File: src/inc/rx_ja_pkg.sv
// constants, types and helpers of the receive jitter attenuator
// ==========================================================================
// How it works
// [RULE_01] carrier 1 and us/japan 0 select sf, esf, digital mux or 96 loop carrier format by the frame format field.
// [RULE_02] carrier 1 and us/japan 1 give japanese mode with only sf or esf format.
// [RULE_03] carrier 0 gives e1 mode, ignoring us/japan and frame format; each link is set up on its own.
// [RULE_04] an enable bit puts the attenuator in the receive path or bypasses it.
// [RULE_05] a two-bit field sets the fifo depth to 32, 64 or 128 bits.
// [RULE_06] the attenuator adds a constant latency of half the fifo depth.
// [RULE_07] jittered data is written into the fifo and read out on a de-jittered clock from a digital pll.
// [RULE_08] in t1 or japanese mode the corner bit picks a 5 hz or 1.26 hz pll corner.
// [RULE_09] in e1 mode the corner bit picks a 6.77 hz or 0.87 hz pll corner.
// [RULE_10] the pll smooths only jitter above the corner and lets slower wander pass.
// [RULE_11] fifo overflow or underflow sets the fifo error flag.
// [RULE_12] the low-active interrupt pin is driven while the error flag and its enable are both set.
// [RULE_13] the limit enable makes the read rate adjust itself when the fifo nears full or empty.
// [RULE_14] adjustment starts 2, 3 or 4 bits from full or empty for depths 32, 64, 128.
// [RULE_15] measure select 0 writes the current pointer distance into the 7-bit gap value.
// [RULE_16] measure select 1 keeps the larger of the stored and current distance.
// [RULE_17] the error flag stays set until software clears it in the status register.
package rx_ja_pkg;

  // ========================================================================
  // register offsets
  localparam logic [7:0] OFS_LINK_MODE = 8'h20;
  localparam logic [7:0] OFS_JA_CFG = 8'h27;
  localparam logic [7:0] OFS_IRQ_EN = 8'h34;
  localparam logic [7:0] OFS_JIT_MEAS = 8'h39;
  localparam logic [7:0] OFS_IRQ_STAT = 8'h3b;

  // ========================================================================
  // field positions
  localparam int FMT_LSB = 0;
  localparam int USJ_BIT = 2;
  localparam int CARRIER_BIT = 3;
  localparam int EN_BIT = 0;
  localparam int DEPTH_LSB = 1;
  localparam int CORNER_BIT = 3;
  localparam int LIMIT_BIT = 4;
  localparam int MEAS_BIT = 5;
  localparam int JA_IRQ_BIT = 0;

  // ========================================================================
  // reset values
  localparam logic [7:0] MODE_RST = 8'h08;
  localparam logic [7:0] CFG_RST = 8'h00;
  localparam logic IRQ_EN_RST = 1'b0;

  // ========================================================================
  // depth codes and near-limit margins
  localparam logic [1:0] DP_32 = 2'h0;
  localparam logic [1:0] DP_64 = 2'h1;
  localparam logic [7:0] DEPTH_32 = 8'h20;
  localparam logic [7:0] DEPTH_64 = 8'h40;
  localparam logic [7:0] DEPTH_128 = 8'h80;
  localparam logic [7:0] MARG_32 = 8'h02;
  localparam logic [7:0] MARG_64 = 8'h03;
  localparam logic [7:0] MARG_128 = 8'h04;

  // ========================================================================
  // pll: corners in centihertz and the loop shift that sets each
  localparam int CF_T1_HI_CHZ = 500;
  localparam int CF_T1_LO_CHZ = 126;
  localparam int CF_E1_HI_CHZ = 677;
  localparam int CF_E1_LO_CHZ = 87;
  localparam logic [3:0] SH_T1_HI = 4'h8;
  localparam logic [3:0] SH_T1_LO = 4'ha;
  localparam logic [3:0] SH_E1_HI = 4'h8;
  localparam logic [3:0] SH_E1_LO = 4'hb;
  localparam int CLK_HZ = 10_000_000;
  localparam int LINE_HZ = 1_544_000;
  localparam int PER_FRAC = 6;
  localparam logic [15:0] PER_RST = 16'((CLK_HZ / LINE_HZ) << PER_FRAC);

  // ========================================================================
  // types
  typedef enum logic [2:0] {
    OP_T1_SF = 3'h0, OP_T1_ESF = 3'h1, OP_DIGITAL_MUX_FORMAT = 3'h2, OP_T1_LC96 = 3'h3,
    OP_J1_SF = 3'h4, OP_J1_ESF = 3'h5, OP_E1 = 3'h6
  } op_mode_t;

  typedef enum logic [2:0] {
    ST_BYPASS = 3'b001, ST_FILL = 3'b010, ST_RUN = 3'b100
  } ja_state_t;

  typedef struct packed {
    logic bypass;
    logic data;
  } rx_bit_t;

  // ========================================================================
  // helpers
  function automatic logic [7:0] depth_of(input logic [1:0] sel);
    depth_of = (sel == DP_32) ? DEPTH_32 : (sel == DP_64) ? DEPTH_64
                                                          : DEPTH_128;
  endfunction

  function automatic logic [7:0] margin_of(input logic [1:0] sel);
    margin_of = (sel == DP_32) ? MARG_32 : (sel == DP_64) ? MARG_64
                                                          : MARG_128;
  endfunction

endpackage

File: src/rtl/rx_jitter_attenuator.sv
// receive jitter attenuator with link operating-mode selection
`timescale 1ns/10ps
`default_nettype none
module rx_jitter_attenuator
  import rx_ja_pkg::*;
(
  // clock and reset
  input wire logic clk_i,
  input wire logic rst_i,
  // recovered clock and data from clock recovery
  input wire logic rx_clk_i,
  input wire logic rx_data_i,
  // register port
  input wire logic [7:0] reg_addr_i,
  input wire logic reg_wr_i,
  input wire logic reg_rd_i,
  input wire logic [7:0] reg_wdata_i,
  output logic [7:0] reg_rdata_o,
  // towards line decoder
  output logic dec_valid_o,
  output rx_bit_t dec_bit_o,
  input wire logic dec_ready_i,
  // status
  output logic int_n_o,
  output op_mode_t op_mode_o
);

  // ========================================================================
  // state
  typedef struct packed {
    logic clk_s1;
    logic clk_s2;
    logic clk_s3;
    logic dat_s1;
    logic dat_s2;
    logic [7:0] mode;
    logic [7:0] cfg;
    logic irq_en;
    logic err;
    logic [6:0] meas;
    logic [7:0] rdata;
    logic int_n;
    op_mode_t op_mode;
    ja_state_t state;
    logic [127:0] mem;
    logic [6:0] wptr;
    logic [6:0] rptr;
    logic [7:0] cnt;
    logic [15:0] per;
    logic [9:0] gap;
    logic [9:0] tick;
  } ja_q_t;

  ja_q_t q;
  ja_q_t d;

  logic buf_ready;
  logic push_valid;
  rx_bit_t push_bit;
  logic wr_stb;
  logic rd_stb;
  logic do_rd;
  logic ovf;
  logic unf;
  logic clr;
  logic [7:0] depth;
  logic [7:0] half;
  logic [6:0] cur_gap;
  logic [3:0] loop_sh;

  // ========================================================================
  // next state
  always_comb
  begin
    logic [7:0] marg;
    logic [9:0] target;
    logic signed [16:0] diff;
    logic [6:0] mask;
    marg = margin_of(q.cfg[DEPTH_LSB +: 2]);
    loop_sh = SH_T1_HI;
    target = '0;
    diff = '0;
    mask = '0;
    d = q;
    push_valid = 1'b0;
    push_bit = '0;
    rd_stb = 1'b0;
    do_rd = 1'b0;
    ovf = 1'b0;
    unf = 1'b0;
    depth = depth_of(q.cfg[DEPTH_LSB +: 2]); // RULE_05
    half = depth >> 1;
    mask = 7'(depth - 8'h01);

    // pin synchronisers
    d.clk_s1 = rx_clk_i;
    d.clk_s2 = q.clk_s1;
    d.clk_s3 = q.clk_s2;
    d.dat_s1 = rx_data_i;
    d.dat_s2 = q.dat_s1;
    wr_stb = q.clk_s2 && !q.clk_s3;

    // operating mode decode
    if (!q.mode[CARRIER_BIT])
      d.op_mode = OP_E1; // RULE_03
    else if (q.mode[USJ_BIT])
      d.op_mode = q.mode[FMT_LSB] ? OP_J1_ESF : OP_J1_SF; // RULE_02
    else
      d.op_mode = op_mode_t'({1'b0, q.mode[FMT_LSB +: 2]}); // RULE_01

    // corner selection
    if (q.op_mode == OP_E1)
      loop_sh = q.cfg[CORNER_BIT] ? SH_E1_LO : SH_E1_HI; // RULE_09
    else
      loop_sh = q.cfg[CORNER_BIT] ? SH_T1_LO : SH_T1_HI; // RULE_08

    // register access
    clr = reg_wr_i && reg_addr_i == OFS_IRQ_STAT && reg_wdata_i[JA_IRQ_BIT];
    if (reg_wr_i)
    begin
      case (reg_addr_i)
        OFS_LINK_MODE: d.mode = reg_wdata_i;
        OFS_JA_CFG: d.cfg = {2'h0, reg_wdata_i[5:0]};
        OFS_IRQ_EN: d.irq_en = reg_wdata_i[JA_IRQ_BIT];
        default: d.mode = d.mode;
      endcase
    end
    if (reg_rd_i)
    begin
      case (reg_addr_i)
        OFS_LINK_MODE: d.rdata = q.mode;
        OFS_JA_CFG: d.rdata = q.cfg;
        OFS_IRQ_EN: d.rdata = {7'h00, q.irq_en};
        OFS_JIT_MEAS: d.rdata = {1'b0, q.meas};
        OFS_IRQ_STAT: d.rdata = {7'h00, q.err};
        default: d.rdata = 8'h00;
      endcase
    end

    // period estimate of the incoming clock
    if (q.gap != 10'h3ff)
      d.gap = q.gap + 10'h001;
    if (wr_stb)
    begin
      diff = 17'({1'b0, q.gap, 6'h00}) - 17'({1'b0, q.per});
      d.per = q.per + 16'(diff >>> loop_sh); // RULE_10
      d.gap = 10'h001;
    end

    // read rate with near-limit speed adjust
    target = q.per[15:PER_FRAC];
    if (q.cfg[LIMIT_BIT] && q.cnt >= depth - marg) // RULE_13 RULE_14
      target = target - 10'h001;
    else if (q.cfg[LIMIT_BIT] && q.cnt <= marg) // RULE_13 RULE_14
      target = target + 10'h001;

    if (!q.cfg[EN_BIT])
    begin
      // bypass straight to the decoder
      push_valid = wr_stb; // RULE_04
      push_bit = '{bypass: 1'b1, data: q.dat_s2};
      d.state = ST_BYPASS;
      d.wptr = '0;
      d.rptr = '0;
      d.cnt = '0;
      d.tick = '0;
    end
    else
    begin
      if (q.state == ST_RUN)
      begin
        d.tick = q.tick + 10'h001;
        rd_stb = q.tick + 10'h001 >= target; // RULE_07
      end
      else
        d.tick = '0;
      if (rd_stb)
        d.tick = '0;
      do_rd = rd_stb && buf_ready && q.cnt != 8'h00;
      unf = rd_stb && buf_ready && q.cnt == 8'h00;
      ovf = wr_stb && q.cnt >= depth && !do_rd;
      if (wr_stb && !ovf)
      begin
        d.mem[q.wptr] = q.dat_s2; // RULE_07
        d.wptr = (q.wptr + 7'h01) & mask;
      end
      if (do_rd)
      begin
        push_valid = 1'b1;
        push_bit = '{bypass: 1'b0, data: q.mem[q.rptr]};
        d.rptr = (q.rptr + 7'h01) & mask;
      end
      d.cnt = q.cnt + 8'(wr_stb && !ovf) - 8'(do_rd);
      case (q.state)
        ST_BYPASS: d.state = ST_FILL;
        ST_FILL:
          if (q.cnt >= half)
            d.state = ST_RUN; // RULE_06
        ST_RUN:
          if (ovf || unf)
          begin
            d.state = ST_FILL;
            d.rptr = d.wptr;
            d.cnt = '0;
          end
        default: d.state = ST_BYPASS;
      endcase
    end

    // pointer distance measurement
    cur_gap = (q.cnt > 8'h7f) ? 7'h7f : q.cnt[6:0];
    if (!q.cfg[MEAS_BIT])
      d.meas = cur_gap; // RULE_15
    else if (cur_gap > q.meas)
      d.meas = cur_gap; // RULE_16

    // sticky error flag, set wins over clear
    d.err = ovf || unf || (q.err && !clr); // RULE_11 RULE_17
    d.int_n = !(d.err && d.irq_en); // RULE_12
  end

  always_ff @(posedge clk_i)
  begin
    if (rst_i)
    begin
      q <= '0;
      q.mode <= MODE_RST;
      q.cfg <= CFG_RST;
      q.irq_en <= IRQ_EN_RST;
      q.int_n <= 1'b1;
      q.op_mode <= OP_T1_SF;
      q.state <= ST_BYPASS;
      q.per <= PER_RST;
    end
    else
      q <= d;
  end

  // ========================================================================
  // output buffer
  jit_out_buffer u_buf (
    .clk_i(clk_i),
    .rst_i(rst_i),
    .in_valid_i(push_valid),
    .in_bit_i(push_bit),
    .in_ready_o(buf_ready),
    .out_valid_o(dec_valid_o),
    .out_bit_o(dec_bit_o),
    .out_ready_i(dec_ready_i)
  );

  assign reg_rdata_o = q.rdata;
  assign int_n_o = q.int_n;
  assign op_mode_o = q.op_mode;
endmodule
`default_nettype wire

File: src/rtl/jit_out_buffer.sv
// two-entry output buffer between attenuator and line decoder
`timescale 1ns/10ps
`default_nettype none
module jit_out_buffer
  import rx_ja_pkg::*;
(
  // clock and reset
  input wire logic clk_i,
  input wire logic rst_i,
  // filling side
  input wire logic in_valid_i,
  input wire rx_bit_t in_bit_i,
  output logic in_ready_o,
  // draining side
  output logic out_valid_o,
  output rx_bit_t out_bit_o,
  input wire logic out_ready_i
);

  typedef struct packed {
    logic v0;
    rx_bit_t d0;
    logic v1;
    rx_bit_t d1;
  } buf_state_t;

  buf_state_t q;
  buf_state_t d;

  always_comb
  begin
    d = q;
    if (q.v0 && out_ready_i)
    begin
      d.v0 = q.v1;
      d.d0 = q.d1;
      d.v1 = 1'b0;
    end
    if (in_valid_i && !q.v1)
    begin
      if (!d.v0)
      begin
        d.v0 = 1'b1;
        d.d0 = in_bit_i;
      end
      else
      begin
        d.v1 = 1'b1;
        d.d1 = in_bit_i;
      end
    end
  end

  always_ff @(posedge clk_i)
  begin
    if (rst_i)
      q <= '0;
    else
      q <= d;
  end

  assign in_ready_o = !q.v1;
  assign out_valid_o = q.v0;
  assign out_bit_o = q.d0;

endmodule
`default_nettype wire

File: config.mk
export PLATFORM = sky130hd
export DESIGN_NAME = rx_jitter_attenuator
export DESIGN_NICKNAME = d
export VERILOG_FILES = /design/src/inc/rx_ja_pkg.sv /design/src/rtl/rx_jitter_attenuator.sv /design/src/rtl/jit_out_buffer.sv
export SDC_FILE = /design/constraint.sdc
export NUM_CORES = 1
export LEC_CHECK = 0
export CORE_UTILIZATION = 40
export CTS_BUF_LIST = sky130_fd_sc_hd__clkbuf_4
export DETAILED_ROUTE_END_ITERATION = 7
export DONT_BUFFER_PORTS = 1
export PLACE_DENSITY = 0.63
export SLEW_MARGIN = 30
export SYNTH_ARGS = -nofsm -noshare
export SYNTH_HDL_FRONTEND = slang
export SYNTH_SLANG_ARGS = --single-unit
File: constraint.sdc
create_clock -name clk_i -period 16.35 [get_ports clk_i]
set_input_delay 0 -clock clk_i [delete_from_list [all_inputs] [get_ports clk_i]]
set_output_delay 0 -clock clk_i [all_outputs]
set_load 0.05 [all_outputs]
Word level (Yosys, flattened, before mapping)
Cells that the tools add are included.
{ "word_totals": {"wordCells": 153, "regBits": 235, "output_inout_bits": 15, "in_bits": 23} }
{ "op_classes": {"eq_ne": 14, "magnitude_cmp": 10, "mux": 44, "shifts": 1, "n_addsub": 12, "bitwise": 5, "reduce_logical": 38} }
{ "ops": {"columns": ["op", "count"], "rows": [
  ["$bwmux W128", 1],
  ["$eq A8 B6 Y1 const B", 5],
  ["$pmux W8 S5", 1],
  ["$mux W7", 5],
  ["$add A10 B1 Y10 const B", 3],
  ["$mux W15", 2],
  ["$mux W3", 7],
  ["$mux W10", 2],
  ["$sshr A17 B4 Y16", 1],
  ["$sub A16 B16 Y17", 1],
  ["$add A16 B16 Y16", 1],
  ["$ge A8 B8 Y1", 2],
  ["$logic_and A1 B1 Y1", 16],
  ["$lt A7 B8 Y1 const B", 2],
  ["$mux W8", 2],
  ["$add A7 B1 Y7 const B", 2],
  ["$and A7 B7 Y7", 2],
  ["$mux W1", 14],
  ["$ge A10 B10 Y1", 1],
  ["$mux W2", 5],
  ["$ne A10 B10 Y1 const B", 1],
  ["$reduce_and A2 Y1", 5],
  ["$sub A10 B1 Y10 const B", 1],
  ["$pmux W3 S3", 1],
  ["other kinds (28)", 41]
]} }

Longest topological paths before layout
Gate-level depths: netlist of run 1.
{ "logic_depth": {"depth_word": 20, "depth_mapped": 33, "ltp_nobuf": 30} }

Cells and area by module
A second synthesis of run 1 with hierarchy kept.
{ "hier_totals": {"hier_cells": 1620, "hier_area_um2": 13586.8} }
{ "by_module_without_submodules": {"columns": ["module", "seq_area_each_um2", "area_per_inst_um2", "cells_per_inst", "n_inst"], "rows": [
  ["rx_jitter_attenuator", 4584.4, 13302.8, 1588, 1],
  ["jit_out_buffer", 120.1, 284.0, 32, 1]
]} }

Worst setup path before layout of run 1
OpenSTA, ideal clock, no wires.
{ "synth_timing": {"kind": "reg-to-reg", "startpoint": "reg q[212] (netlist name)", "endpoint": "reg q[42] (netlist name)", "synth_period_minus_slack_ns": 5.568, "t_arrival_ns": 5.448, "t_required_ns": 16.230, "path_buffers": 3, "path_stages_with_launch": 32, "path_slack_ns": 10.782, "setup_ns": 0.120, "path_cell_list": "dfxtp_1 > buf_2 > nor2_1 > inv_1 > ha_1 > a21o_1 > a2111oi_0 > nor3_1 > o211ai_2 > buf_4 > nor4_1 > a21oi_1 > xnor2_1 > ha_1 > a211o_1 > nor3_1 > o211ai_1 > nand3_1 > or2_2 > clkbuf_1 > inv_1 > ha_1 > inv_1 > ha_1 > fa_1 > a21oi_1 > o21bai_1 > a21oi_1 > nor2_1 > nor2_1 > xor2_1 > nor2_1"} }
{ "synth_between": {"elab_chain_cells": 20, "word_cells_on_any_way": 30, "classes_between": "add/sub: 3; order compare: 4; eq/ne: 1; mux: 10; reduce/logical: 12"} }
{ "synth_lines": {"columns": ["element", "line_no", "source"], "rows": [
  ["start: declaration", "rx_jitter_attenuator.sv:54", "ja_q_t q;"],
  ["$eq A2 B1 Y1", "rx_ja_pkg.sv:94, rx_ja_pkg.sv:99", null],
  ["$mux W3 or $mux W8 (tied branches) (2 in a row)", "rx_ja_pkg.sv:99, rx_ja_pkg.sv:94", null],
  ["$sub A8 B3 Y8 or $le A8 B3 Y1 (tied branches)", "rx_jitter_attenuator.sv:152, rx_jitter_attenuator.sv:154", null],
  ["$ge A8 B8 Y1 or $logic_and A1 B1 Y1 (tied branches)", "rx_jitter_attenuator.sv:152, rx_jitter_attenuator.sv:154", null],
  ["$logic_and A1 B1 Y1 or $mux W10 (tied branches)", "rx_jitter_attenuator.sv:152, rx_jitter_attenuator.sv:154", null],
  ["$mux W10", "rx_jitter_attenuator.sv:152", "if (q.cfg[LIMIT_BIT] && q.cnt >= depth - marg)"],
  ["$ge A10 B10 Y1", "rx_jitter_attenuator.sv:173", "rd_stb = q.tick + 10'h001 >= target;"],
  ["$mux W1", "rx_jitter_attenuator.sv:170", "if (q.state == ST_RUN)"],
  ["[... 3 more ...]", null, null],
  ["$logic_not A1 Y1", "rx_jitter_attenuator.sv:181", "ovf = wr_stb && q.cnt >= depth && !do_rd;"],
  ["$logic_and A1 B1 Y1", "rx_jitter_attenuator.sv:181", null],
  ["$logic_not A1 Y1", "rx_jitter_attenuator.sv:193", "d.cnt = q.cnt + 8'(wr_stb && !ovf) - 8'(do_rd);"],
  ["$logic_and A1 B1 Y1", "rx_jitter_attenuator.sv:193", null],
  ["$add A8 B1 Y8", "rx_jitter_attenuator.sv:193", null],
  ["$sub A8 B1 Y8", "rx_jitter_attenuator.sv:193", null],
  ["$mux W15", "rx_jitter_attenuator.sv:200", "if (ovf || unf)"],
  ["$mux W15 (*)", "rx_jitter_attenuator.sv:194", "case (q.state)"]
]} }
Mark *: on every way between the ends. The rest lies on a longest branch, timed or not. The select of a mux whose other input is x is not followed.
A chain may end at the register's enable or synchronous reset.

Worst setup path in the final report of run 1
{ "layout_timing": {"startpoint": "reg q[212] (netlist name)", "endpoint": "reg q[43] (netlist name)"} }
The elaborated chain is that of the path after synthesis.

==> flow_summary.yaml, run 1 <==
status:
  status: "finished, final reports clean"
cts:
  cts-root-buf: "clkbuf_4"
  ctsHoldBuffers: 47
  clock_latency_ps: 740
  cts_setup_buffers: 0
  ctsLongestPathBuffers: 3
  cts.sinks: 235
  cts_tree: "built"
  cts-resized-gates: 0
  htreeDepth: 3
  cts_buffers: 69
  clk_pin_slew_ps: 70
drt:
  drt_drc_violations_left: 0
  vias_per_cell: 5.86
  totalWireLength_mm: 38.2
  antenna_left: 0
  via_count: 12400
  post_drt_wl_per_cell_um: 18.1
  initialDrtViolationCount: 1092
  dr.pass1.iters: 5
synth:
  synth-edff-count: 0
  syn_inst: 1616
  netlist_area_sq_um: 13600
  yosys.area_share.simple: 0.214
  ys_seq_area_frac: 0.345
  ys.flop_type: "dfxtp_1"
  syn_area_per_cell_sq_um: 8.43
  synth_area_leader_cell: "dfxtp_1"
  syn-num-nets: 1717
  synth_fa_ha_area_frac: 0.0743
  ys_async_sr_fraction: 0
  post-synth-top-count-cell: "dfxtp_1"
  synth_mux_area_frac: 0.101
  synth-compound-area-share: 0.175
  ys_top_cells_by_area: "dfxtp_1 (35%), ha_1 (7.0%), nand3_1 (5.9%)"
  yosysWarnings: 0
  synth_top_family_by_area: "simple AND/OR/NAND/NOR gates"
  synth_seq_cells: 235
  synth_xor_area_frac: 0.0360
  synth_top_cell_area_share: 0.345
  netlist_top_cells_count: "dfxtp_1 (235), nand3_1 (162), a21oi_1 (153), nor2_1 (144), nand2_1 (101)"
  yosys.cell_types.count: 83
global_routing:
  grt_usage: 0.217
  overflow: 0
  grt_pass1_wl_mm: 61.9
  antenna_found_initial: 1
  grt_pass1_vias: 11900
  grt_max_degree: 193
sta:
  slew_viol_final: 0
  fin_tns_setup_ps: 0
  max_freq_ghz: 0.160
  fin_crit_sh: 0.382
  rsz0062_at_grt: "false"
  tightest_slew_ps: 1040
  clock_skew_ps: 42.6
  layout_min_cycle_time_ps: 6240
  whs_ps: 33.5
  final_hold_viol_count: 0
  setup_viol: 0
  relSlewSlack: 0.308
die:
  ios: 38
  dieWidth_um: 187
  start_util: 0.406
  fp.dieArea_sq_um: 34800
  num_rows: 67
  die_h_um: 187
  coreArea_sq_um: 33500
worst_setup_path:
  crit_slowest_cell: "o211ai_2"
  worstSetupStartpointType: "flip-flop"
  path_class: "flip-flop to flip-flop"
  crit_buf_inv: 3
  slowest_delay_ps: 460
  reg2reg_depth: 27
  endpoint_kind: "flip-flop"
  cp_data_required_time_ps: 16950
  r2r-start: "q[212]"
  path_delay_family: "compound AO/OA/AOI/OAI gates"
  path_max_fanout: 12
  cp_common_cell: "ha_1"
  worstReg2RegEnd: "q[43]"
  cp_data_arrival_time_ps: 6840
  ff2ff_setup_slack_ps: 10110
placed_design:
  gp_congestion: 0.844
  dpl.hpwl_mm: 23.4
  portBuffers: 0
hold_path:
  hp-class: "input port to flip-flop"
  min_delay_path_depth: 3
  hold_end: "q[222]"
  min_from: "reg_wdata_i[4]"
power:
  power.leakage_nw: 5.61
  vdd.ir_drop.worst_uv: 50.1
  powerDensity_nw_per_um2: 83.7
final_layout:
  final_nets: 1728
  synthToLayoutAreaGrowth_pct: 10.7
  drive_gt1_frac: 0.111
  fill_cells: 3292
  post-route-util: 0.450
flow_run:
  cap_viol_max_count: 0
[layer usage]
layer / track usage / up-vias / routed length (um)
met2: 0.342 / 408 / 17100
li1: - / 5902 / -
met3: 0.0412 / 97 / 2380
met5: 0 / - / 0
met1: 0.289 / 5976 / 17500
met4: 0.0980 / 0 / 1180
[worst min-delay path, delay by kind of cell]
family / cells / cell delay (ps)
simple gates: 1 / 80
buf+inv: 1 / 560
compound gates: 1 / 60
[final cells by class]
type	instances	area, sq um	share of cell area
Antenna cell	3	7.51	0.000498
Tap cell	448	561	0.0372
Inverter	46	173	0.0114
Multi-Input combinational cell	1216	8220	0.545
Clock buffer	96	721	0.0478
Timing Repair Buffer	59	578	0.0383
Sequential cell	235	4710	0.312
Clock inverter	11	121	0.00804
[sequential cells by signal, indices dropped and copies added, names as in the netlist]
signal	count
d	3
int_n_o	1
op_mode_o	3
q	214
reg_rdata_o	8
u_buf.out_bit_o	2
u_buf.out_valid_o	1
u_buf.q	3
[worst max-delay path by stage]
| stage | start | endpoint | slack [ps] | depth (start not counted) |
|---|---|---|---|---|
| floorplan | q[212] | q[42] | 10780 | 31 |
| global route | q[212] | q[43] | 9510 | 27 |
| detailed placement | q[212] | q[43] | 10180 | 27 |
| CTS | q[212] | q[43] | 10190 | 27 |
| global placement | q[212] | q[43] | 10330 | 27 |
| finish | q[212] | q[43] | 10110 | 27 |
[cell families after synthesis]
| family | Yosys count |
|---|---|
| DFF | 235 |
| xor gates and xnor gates | 56 |
| muxes | 103 |
| and+or+nand+nor | 594 |
| AOI/OAI and AO/OA | 383 |
| buffers and inverters | 165 |
| adders and majority gates | 80 |
[cells in the final DEF (no fill, tap or decap), drive strengths merged, types with 7 or more instances in the layout]
master and n:
nand2b 29, nor2 145, mux4 26, dfxtp 235, a211o 9, a211oi 14, clkinv 9, dlygate4sd3 46
nand4 31, nand3 162, a21oi 155, nand2 102, nor4b 7, and3 19, a311oi 9, mux2i 65
o21ai 100, nor2b 27, o31ai 13, xor2 20, mux2 12, a21o 12, xnor2 36, o211ai 7
ha 76, o21a 8, inv 45, nor4 11, buf 13, nor3 31, or2 7, clkbuf 96
[report_power, final]
| group | switching, W | internal (W) | total (W) | leakage, nW |
|---|---|---|---|---|
| clock | 0.000258 | 0.000313 | 0.000572 | 0.502 |
| sequential | 0.00000914 | 0.000577 | 0.000586 | 1.90 |
| combinational | 0.0000622 | 0.0000433 | 0.000105 | 3.22 |
[stage by stage]
step	setup WS [ps]	cells	instance area, sq um	power [W]
final	10110	2114	15100	0.00126
after CTS	10190	2111	15100	0.00127
after floorplan	10780	1616	13600	0.000678
after detailed placement	10180	1957	13700	0.000688
after global placement	10330	1957	13700	0.000687
after global routing	9510	2112	15100	0.00132
Power figures use the tool's default switching activity.
==> run 2, diff against run 1 <==
--- a/config.mk
+++ b/config.mk
@@ -9,7 +9,7 @@
 export CTS_BUF_LIST = sky130_fd_sc_hd__clkbuf_4
 export DETAILED_ROUTE_END_ITERATION = 7
 export DONT_BUFFER_PORTS = 1
-export PLACE_DENSITY = 0.63
+export PLACE_DENSITY = 0.65
 export SLEW_MARGIN = 30
 export SYNTH_ARGS = -nofsm -noshare
 export SYNTH_HDL_FRONTEND = slang
==> constraint.sdc (replaced) <==
create_clock -name clk_i -period 5.2 [get_ports clk_i]
set_input_delay 0 -clock clk_i [delete_from_list [all_inputs] [get_ports clk_i]]
set_output_delay 0 -clock clk_i [all_outputs]
set_load 0.05 [all_outputs]
==> run 2 against run 1 <==
  * The flow now finishes with violations (setup timing)
  * Clock skew is 4.7 ps lower
  * Critical path depth is 2 higher
  * Final area is 4.1% higher
  * Routed wire length is 2.7% higher
  * Via count is 1.5% higher
  * Cell count is 2.7% higher
  * Total power grew to 3.1 times the previous value
  * Clock power grew to 3.1 times the previous value
  * Non-clock buffer count is 52 higher
  * Utilization is 1.8 points higher
  * Worst hold slack better by 31 ps
  * Sequential power grew to 3.1 times the previous value
  * Critical endpoint is now q[42]
  * Largest cell class unchanged
==> flow_summary.yaml, run 2 (synthesized netlist as in run 1, its figures left out) <==
status:
  status: "complete, but fails checks"
  failed_checks: "setup timing"
sta:
  clock_skew_ps: 37.9
  max_freq_ghz: 0.190
  relSlewSlack: 0.365
  fin_crit_sh: 1.01
  whs_ps: 64.2
  fin_tns_setup_ps: -111
  layout_min_cycle_time_ps: 5270
  tightest_slew_ps: 947
  rsz0062_at_grt: "true"
  slew_viol_final: 0
  final_hold_viol_count: 0
  setup_viol: 2
  fin_ws_ps: -74.2
power:
  vdd.ir_drop.worst_uv: 119
  power.leakage_nw: 5.90
  powerDensity_nw_per_um2: 252
die:
  num_rows: 67
  start_util: 0.406
  dieWidth_um: 187
  fp.dieArea_sq_um: 34800
  ios: 38
  die_h_um: 187
  coreArea_sq_um: 33500
drt:
  totalWireLength_mm: 39.3
  wl_met2_mm: 17.9
  initialDrtViolationCount: 1197
  met3_length_mm: 2.72
  antenna_left: 0
  met1_length_mm: 17.4
  drt_drc_violations_left: 0
  top_layer: "met4"
  vias_per_cell: 5.79
  dr.pass1.iters: 6
  via_count: 12600
  post_drt_wl_per_cell_um: 18.1
cts:
  clock_latency_ps: 700
  cts_buffers: 67
  cts.sinks: 235
  clk_pin_slew_ps: 70
  cts-root-buf: "clkbuf_4"
  cts_tree: "built"
  ctsLongestPathBuffers: 3
  htreeDepth: 3
worst_setup_path:
  slowest_delay_ps: 480
  worstSetupStartpointType: "flip-flop"
  path_max_fanout: 6
  cp_data_arrival_time_ps: 5830
  crit_slowest_cell: "a2111oi_2"
  reg2reg_depth: 29
  endpoint_kind: "flip-flop"
  cp_common_cell: "nor2_1"
  cp_data_required_time_ps: 5750
  path_class: "flip-flop to flip-flop"
placed_design:
  gp_congestion: 0.873
  portBuffers: 0
  dpl.hpwl_mm: 23.8
  post-place-ws_ps: -199
  placedCellCount: 1993
global_routing:
  antenna_found_initial: 1
  overflow: 0
  grt_pass1_wl_mm: 62.6
  grt_usage: 0.218
  grt_max_degree: 193
  grt_pass1_vias: 12100
final_layout:
  final_nets: 1778
  largest_reg_flops: 214
  final_cells: 2171
  largest-register: "q"
  layout_common_cells: "dfxtp_1 (230), nand3_1 (161), a21oi_1 (149)"
  drive_gt1_frac: 0.166
  layout_commonest_cell: "dfxtp_1"
  synthToLayoutAreaGrowth_pct: 15.2
  post-route-util: 0.468
hold_path:
  hp-class: "input port to flip-flop"
  min_delay_path_depth: 3
flow_run:
  cap_viol_max_count: 0
-- run 2: cell types whose count changed in the layout (fill, tap and decap cells not counted), moves of 5 or more --
| cell | previous run | this run |
|---|---|---|
| dlygate4sd3_1 | 46 | 40 |
| ha_1 | 76 | 71 |
| buf_4 | 12 | 65 |
| clkbuf_4 | 96 | 102 |
-- run 2: critical path: cells and delay by family, from the launching register on --
kind | cells | cell delay (ps)
AOI/OAI and AO/OA | 9 | 1910
adders and majority gates | 5 | 1320
and+or+nand+nor | 8 | 810
buffers and inverters | 5 | 450
DFF | 1 | 340
xor gates and xnor gates | 2 | 310
-- run 2: cell type report --
class	count	area, sq um
antenna	1	2.50
timing repair buffer	111	981
inverter	46	175
clock inverter	12	80.1
fill	3190	17800
tap	448	561
sequential	235	4710
clock buffer	102	766
multi-input combinational	1216	8420
-- run 2: final timing paths --
path / start / to / slack, ps
setup / recovery: q[212] / q[42] / -70
hold / removal: reg_wdata_i[4] / q[222] / 60
setup reg to reg: q[212] / q[42] / -70
hold reg to reg: q[218] / op_mode_o[0] / 460
-- run 2: report_power, final --
group | switching [W] | internal [W]
combinational | 0.000210 | 0.000149
clock | 0.000816 | 0.000939
sequential | 0.0000264 | 0.00181
-- run 2: per-layer routing --
metal	global-route usage	up-vias
li1	-	6006
met1	0.290	6008
met5	0	-
met3	0.0406	104
met2	0.342	449
met4	0.0996	0
-- run 2: repair_timing --
item / 4_1_cts / 5_1_grt
hold buffers: 41 / 0
gates cloned: 0 / 0
setup endpoints to repair: 3 / 60
pin swaps: 28 / 40
endpoints found under the hold margin: 224 / 0
setup buffers: 15 / 10
gates resized for setup: 18 / 29
-- run 2: per-stage QoR --
step | total power [W] | cell area [sq um]
4_1_cts | 0.00397 | 15500
6_report | 0.00395 | 15700
5_1_grt | 0.00412 | 15700
3_3_place_gp | 0.00216 | 14000
2_1_floorplan | 0.00213 | 13700
3_5_place_dp | 0.00217 | 14000
==> run 3, diff against run 2 <==
--- a/config.mk
+++ b/config.mk
@@ -14,3 +14,4 @@
 export SYNTH_ARGS = -nofsm -noshare
 export SYNTH_HDL_FRONTEND = slang
 export SYNTH_SLANG_ARGS = --single-unit
+export TNS_END_PERCENT = 5
==> run 3 against run 2 <==
  * The run now ends clean
  * Count of clock-buffer cells in the layout is 13 lower
  * Final area is 0.76% lower
  * Routed wire length is 2.4% lower
  * Worst hold slack worse by 7.8 ps
  * Combinational power is 3% lower
  * Clock power is 5% lower
  * Utilization is 0.35 points lower
  * Worst setup slack better by 170 ps
  * Cell count is 0.32% lower
  * Total power is 2.4% lower
  * Sequential share of layout area is 0.24 points higher
  * Sequential power hardly changed
  * Highest routed layer unchanged
==> flow_summary.yaml, run 3 (synthesized netlist as in run 1, its figures left out) <==
status:
  status: "finished, final reports clean"
final_layout:
  layout_common_cells: "dfxtp_1 (231), nand3_1 (161), a21oi_1 (148)"
  largest_reg_flops: 214
  layout_commonest_cell: "dfxtp_1"
  fill_cells: 3224
  largest-register: "q"
  multiInputGateArea_sq_um: 8380
  drive_gt1_frac: 0.146
  register_area_sq_um: 4710
  synthToLayoutAreaGrowth_pct: 14.3
  final_nets: 1773
power:
  p_seq_frac: 0.478
  pwr-share-comb: 0.090
  p_switching_w: 0.00105
  powerDensity_nw_per_um2: 248
  internal_power_w: 0.00280
  swShare: 0.273
  power.leakage_nw: 5.81
  vdd.ir_drop.worst_uv: 116
  clockPowerShare: 0.433
global_routing:
  grt_max_degree: 193
  grt_pass1_wl_mm: 62.1
  overflow: 0
  grt_usage: 0.216
  grt_pass1_vias: 12000
  antenna_found_initial: 2
sta:
  tightest_slew_ps: 1060
  setup_viol: 0
  fin_ws_ps: 94.2
  whs_ps: 56.4
  fin_tns_setup_ps: 0
  slew_viol_final: 0
  clock_skew_ps: 67.5
  relSlewSlack: 0.292
  max_freq_ghz: 0.196
  fin_crit_sh: 0.982
  final_hold_viol_count: 0
  rsz0062_at_grt: "true"
  layout_min_cycle_time_ps: 5110
drt:
  antenna_left: 0
  via_count: 12600
  post_drt_wl_per_cell_um: 17.7
  vias_per_cell: 5.82
  totalWireLength_mm: 38.3
  dr.pass1.iters: 7
  drt_drc_violations_left: 0
  initialDrtViolationCount: 1270
worst_setup_path:
  endpoint_kind: "flip-flop"
  path_delay_family: "compound AO/OA/AOI/OAI gates"
  path_max_fanout: 5
  cp_common_cell: "a21oi_2"
  path_class: "flip-flop to flip-flop"
  crit_slowest_cell: "or3b_4"
  slowest_delay_ps: 370
  cp_data_required_time_ps: 5790
  worstSetupStartpointType: "flip-flop"
  crit_buf_inv: 4
  cp_data_arrival_time_ps: 5690
cts:
  htreeDepth: 3
  cts_buffers: 67
  clk_pin_slew_ps: 70
  cts-root-buf: "clkbuf_4"
  ctsLongestPathBuffers: 3
  cts_tree: "built"
  cts.sinks: 235
  clock_latency_ps: 750
hold_path:
  hp-class: "input port to flip-flop"
placed_design:
  gp_congestion: 0.853
  portBuffers: 0
  dpl.hpwl_mm: 23.9
  post-place-ws_ps: -152
die:
  start_util: 0.406
  num_rows: 67
  ios: 38
  coreArea_sq_um: 33500
  fp.dieArea_sq_um: 34800
  die_h_um: 187
  dieWidth_um: 187
flow_run:
  cap_viol_max_count: 0
run 3: cell types whose count changed in the layout (fill, tap and decap cells not counted), sizes merged:
cell         delta
diode           +1
clkbuf         -13
clkinvlp        -1
dlygate4sd3     +8
inv             +1
buf            -13
clkinv         +10
run 3: tightest hold or removal path, stage by stage:
cell and delay (ps):
dlygate4sd3_1 570, nand3_1 80, a21oi_1 60
run 3: power groups by stage:
stage               sequential (W)  combinational [W]  clock [W]
global placement           0.00188           0.000279          0
CTS                        0.00184           0.000338    0.00171
finish                     0.00184           0.000347    0.00167
floorplan                  0.00187           0.000267          0
global route               0.00184           0.000385    0.00181
detailed placement         0.00188           0.000287          0
run 3: final timing paths:
path                        from  endpoint  slack [ps]  cells after the start
setup / recovery          q[212]     q[43]          90                     28
hold / removal    reg_wdata_i[4]    q[214]          60                      3
setup reg to reg          q[212]     q[43]          90                     28
hold reg to reg           d[226]    q[226]         440                      1
run 3: layer usage:
| metal | vias to the layer above | global-route usage | part of all wire |
|---|---|---|---|
| li1 | 6001 | - | - |
| met1 | 6065 | 0.296 | 0.45 |
| met2 | 461 | 0.333 | 0.45 |
| met3 | 65 | 0.0497 | 0.077 |
| met4 | 0 | 0.0769 | 0.020 |
| met5 | - | 0 | 0 |
run 3: what timing repair did:
item,4_1_cts,5_1_grt
gates resized for setup,22,11
hold endpoints to repair,224,0
buffers inserted,7,1
pin swaps,29,22
hold buffers,49,0
endpoints found under the setup margin,3,17
run 3: final cells by class:
cell class / instances / share of cell area
antenna: 2 / 0.000321
tap: 448 / 0.0360
clock buffer: 89 / 0.0429
inverter: 46 / 0.0111
timing repair buffer: 106 / 0.0616
sequential: 235 / 0.303
clock inverter: 22 / 0.00795
multi-input combinational: 1216 / 0.538
run 3: stage by stage:
stage          cell area (sq um)   util  instances  power (W)
3_5_place_dp               14000  0.419       1994    0.00217
6_report                   15600  0.465       2164    0.00386
4_1_cts                    15500  0.462       2161    0.00389
3_3_place_gp               14000  0.418       1994    0.00216
2_1_floorplan              13700      -       1616    0.00213
5_1_grt                    15600  0.465       2164    0.00404
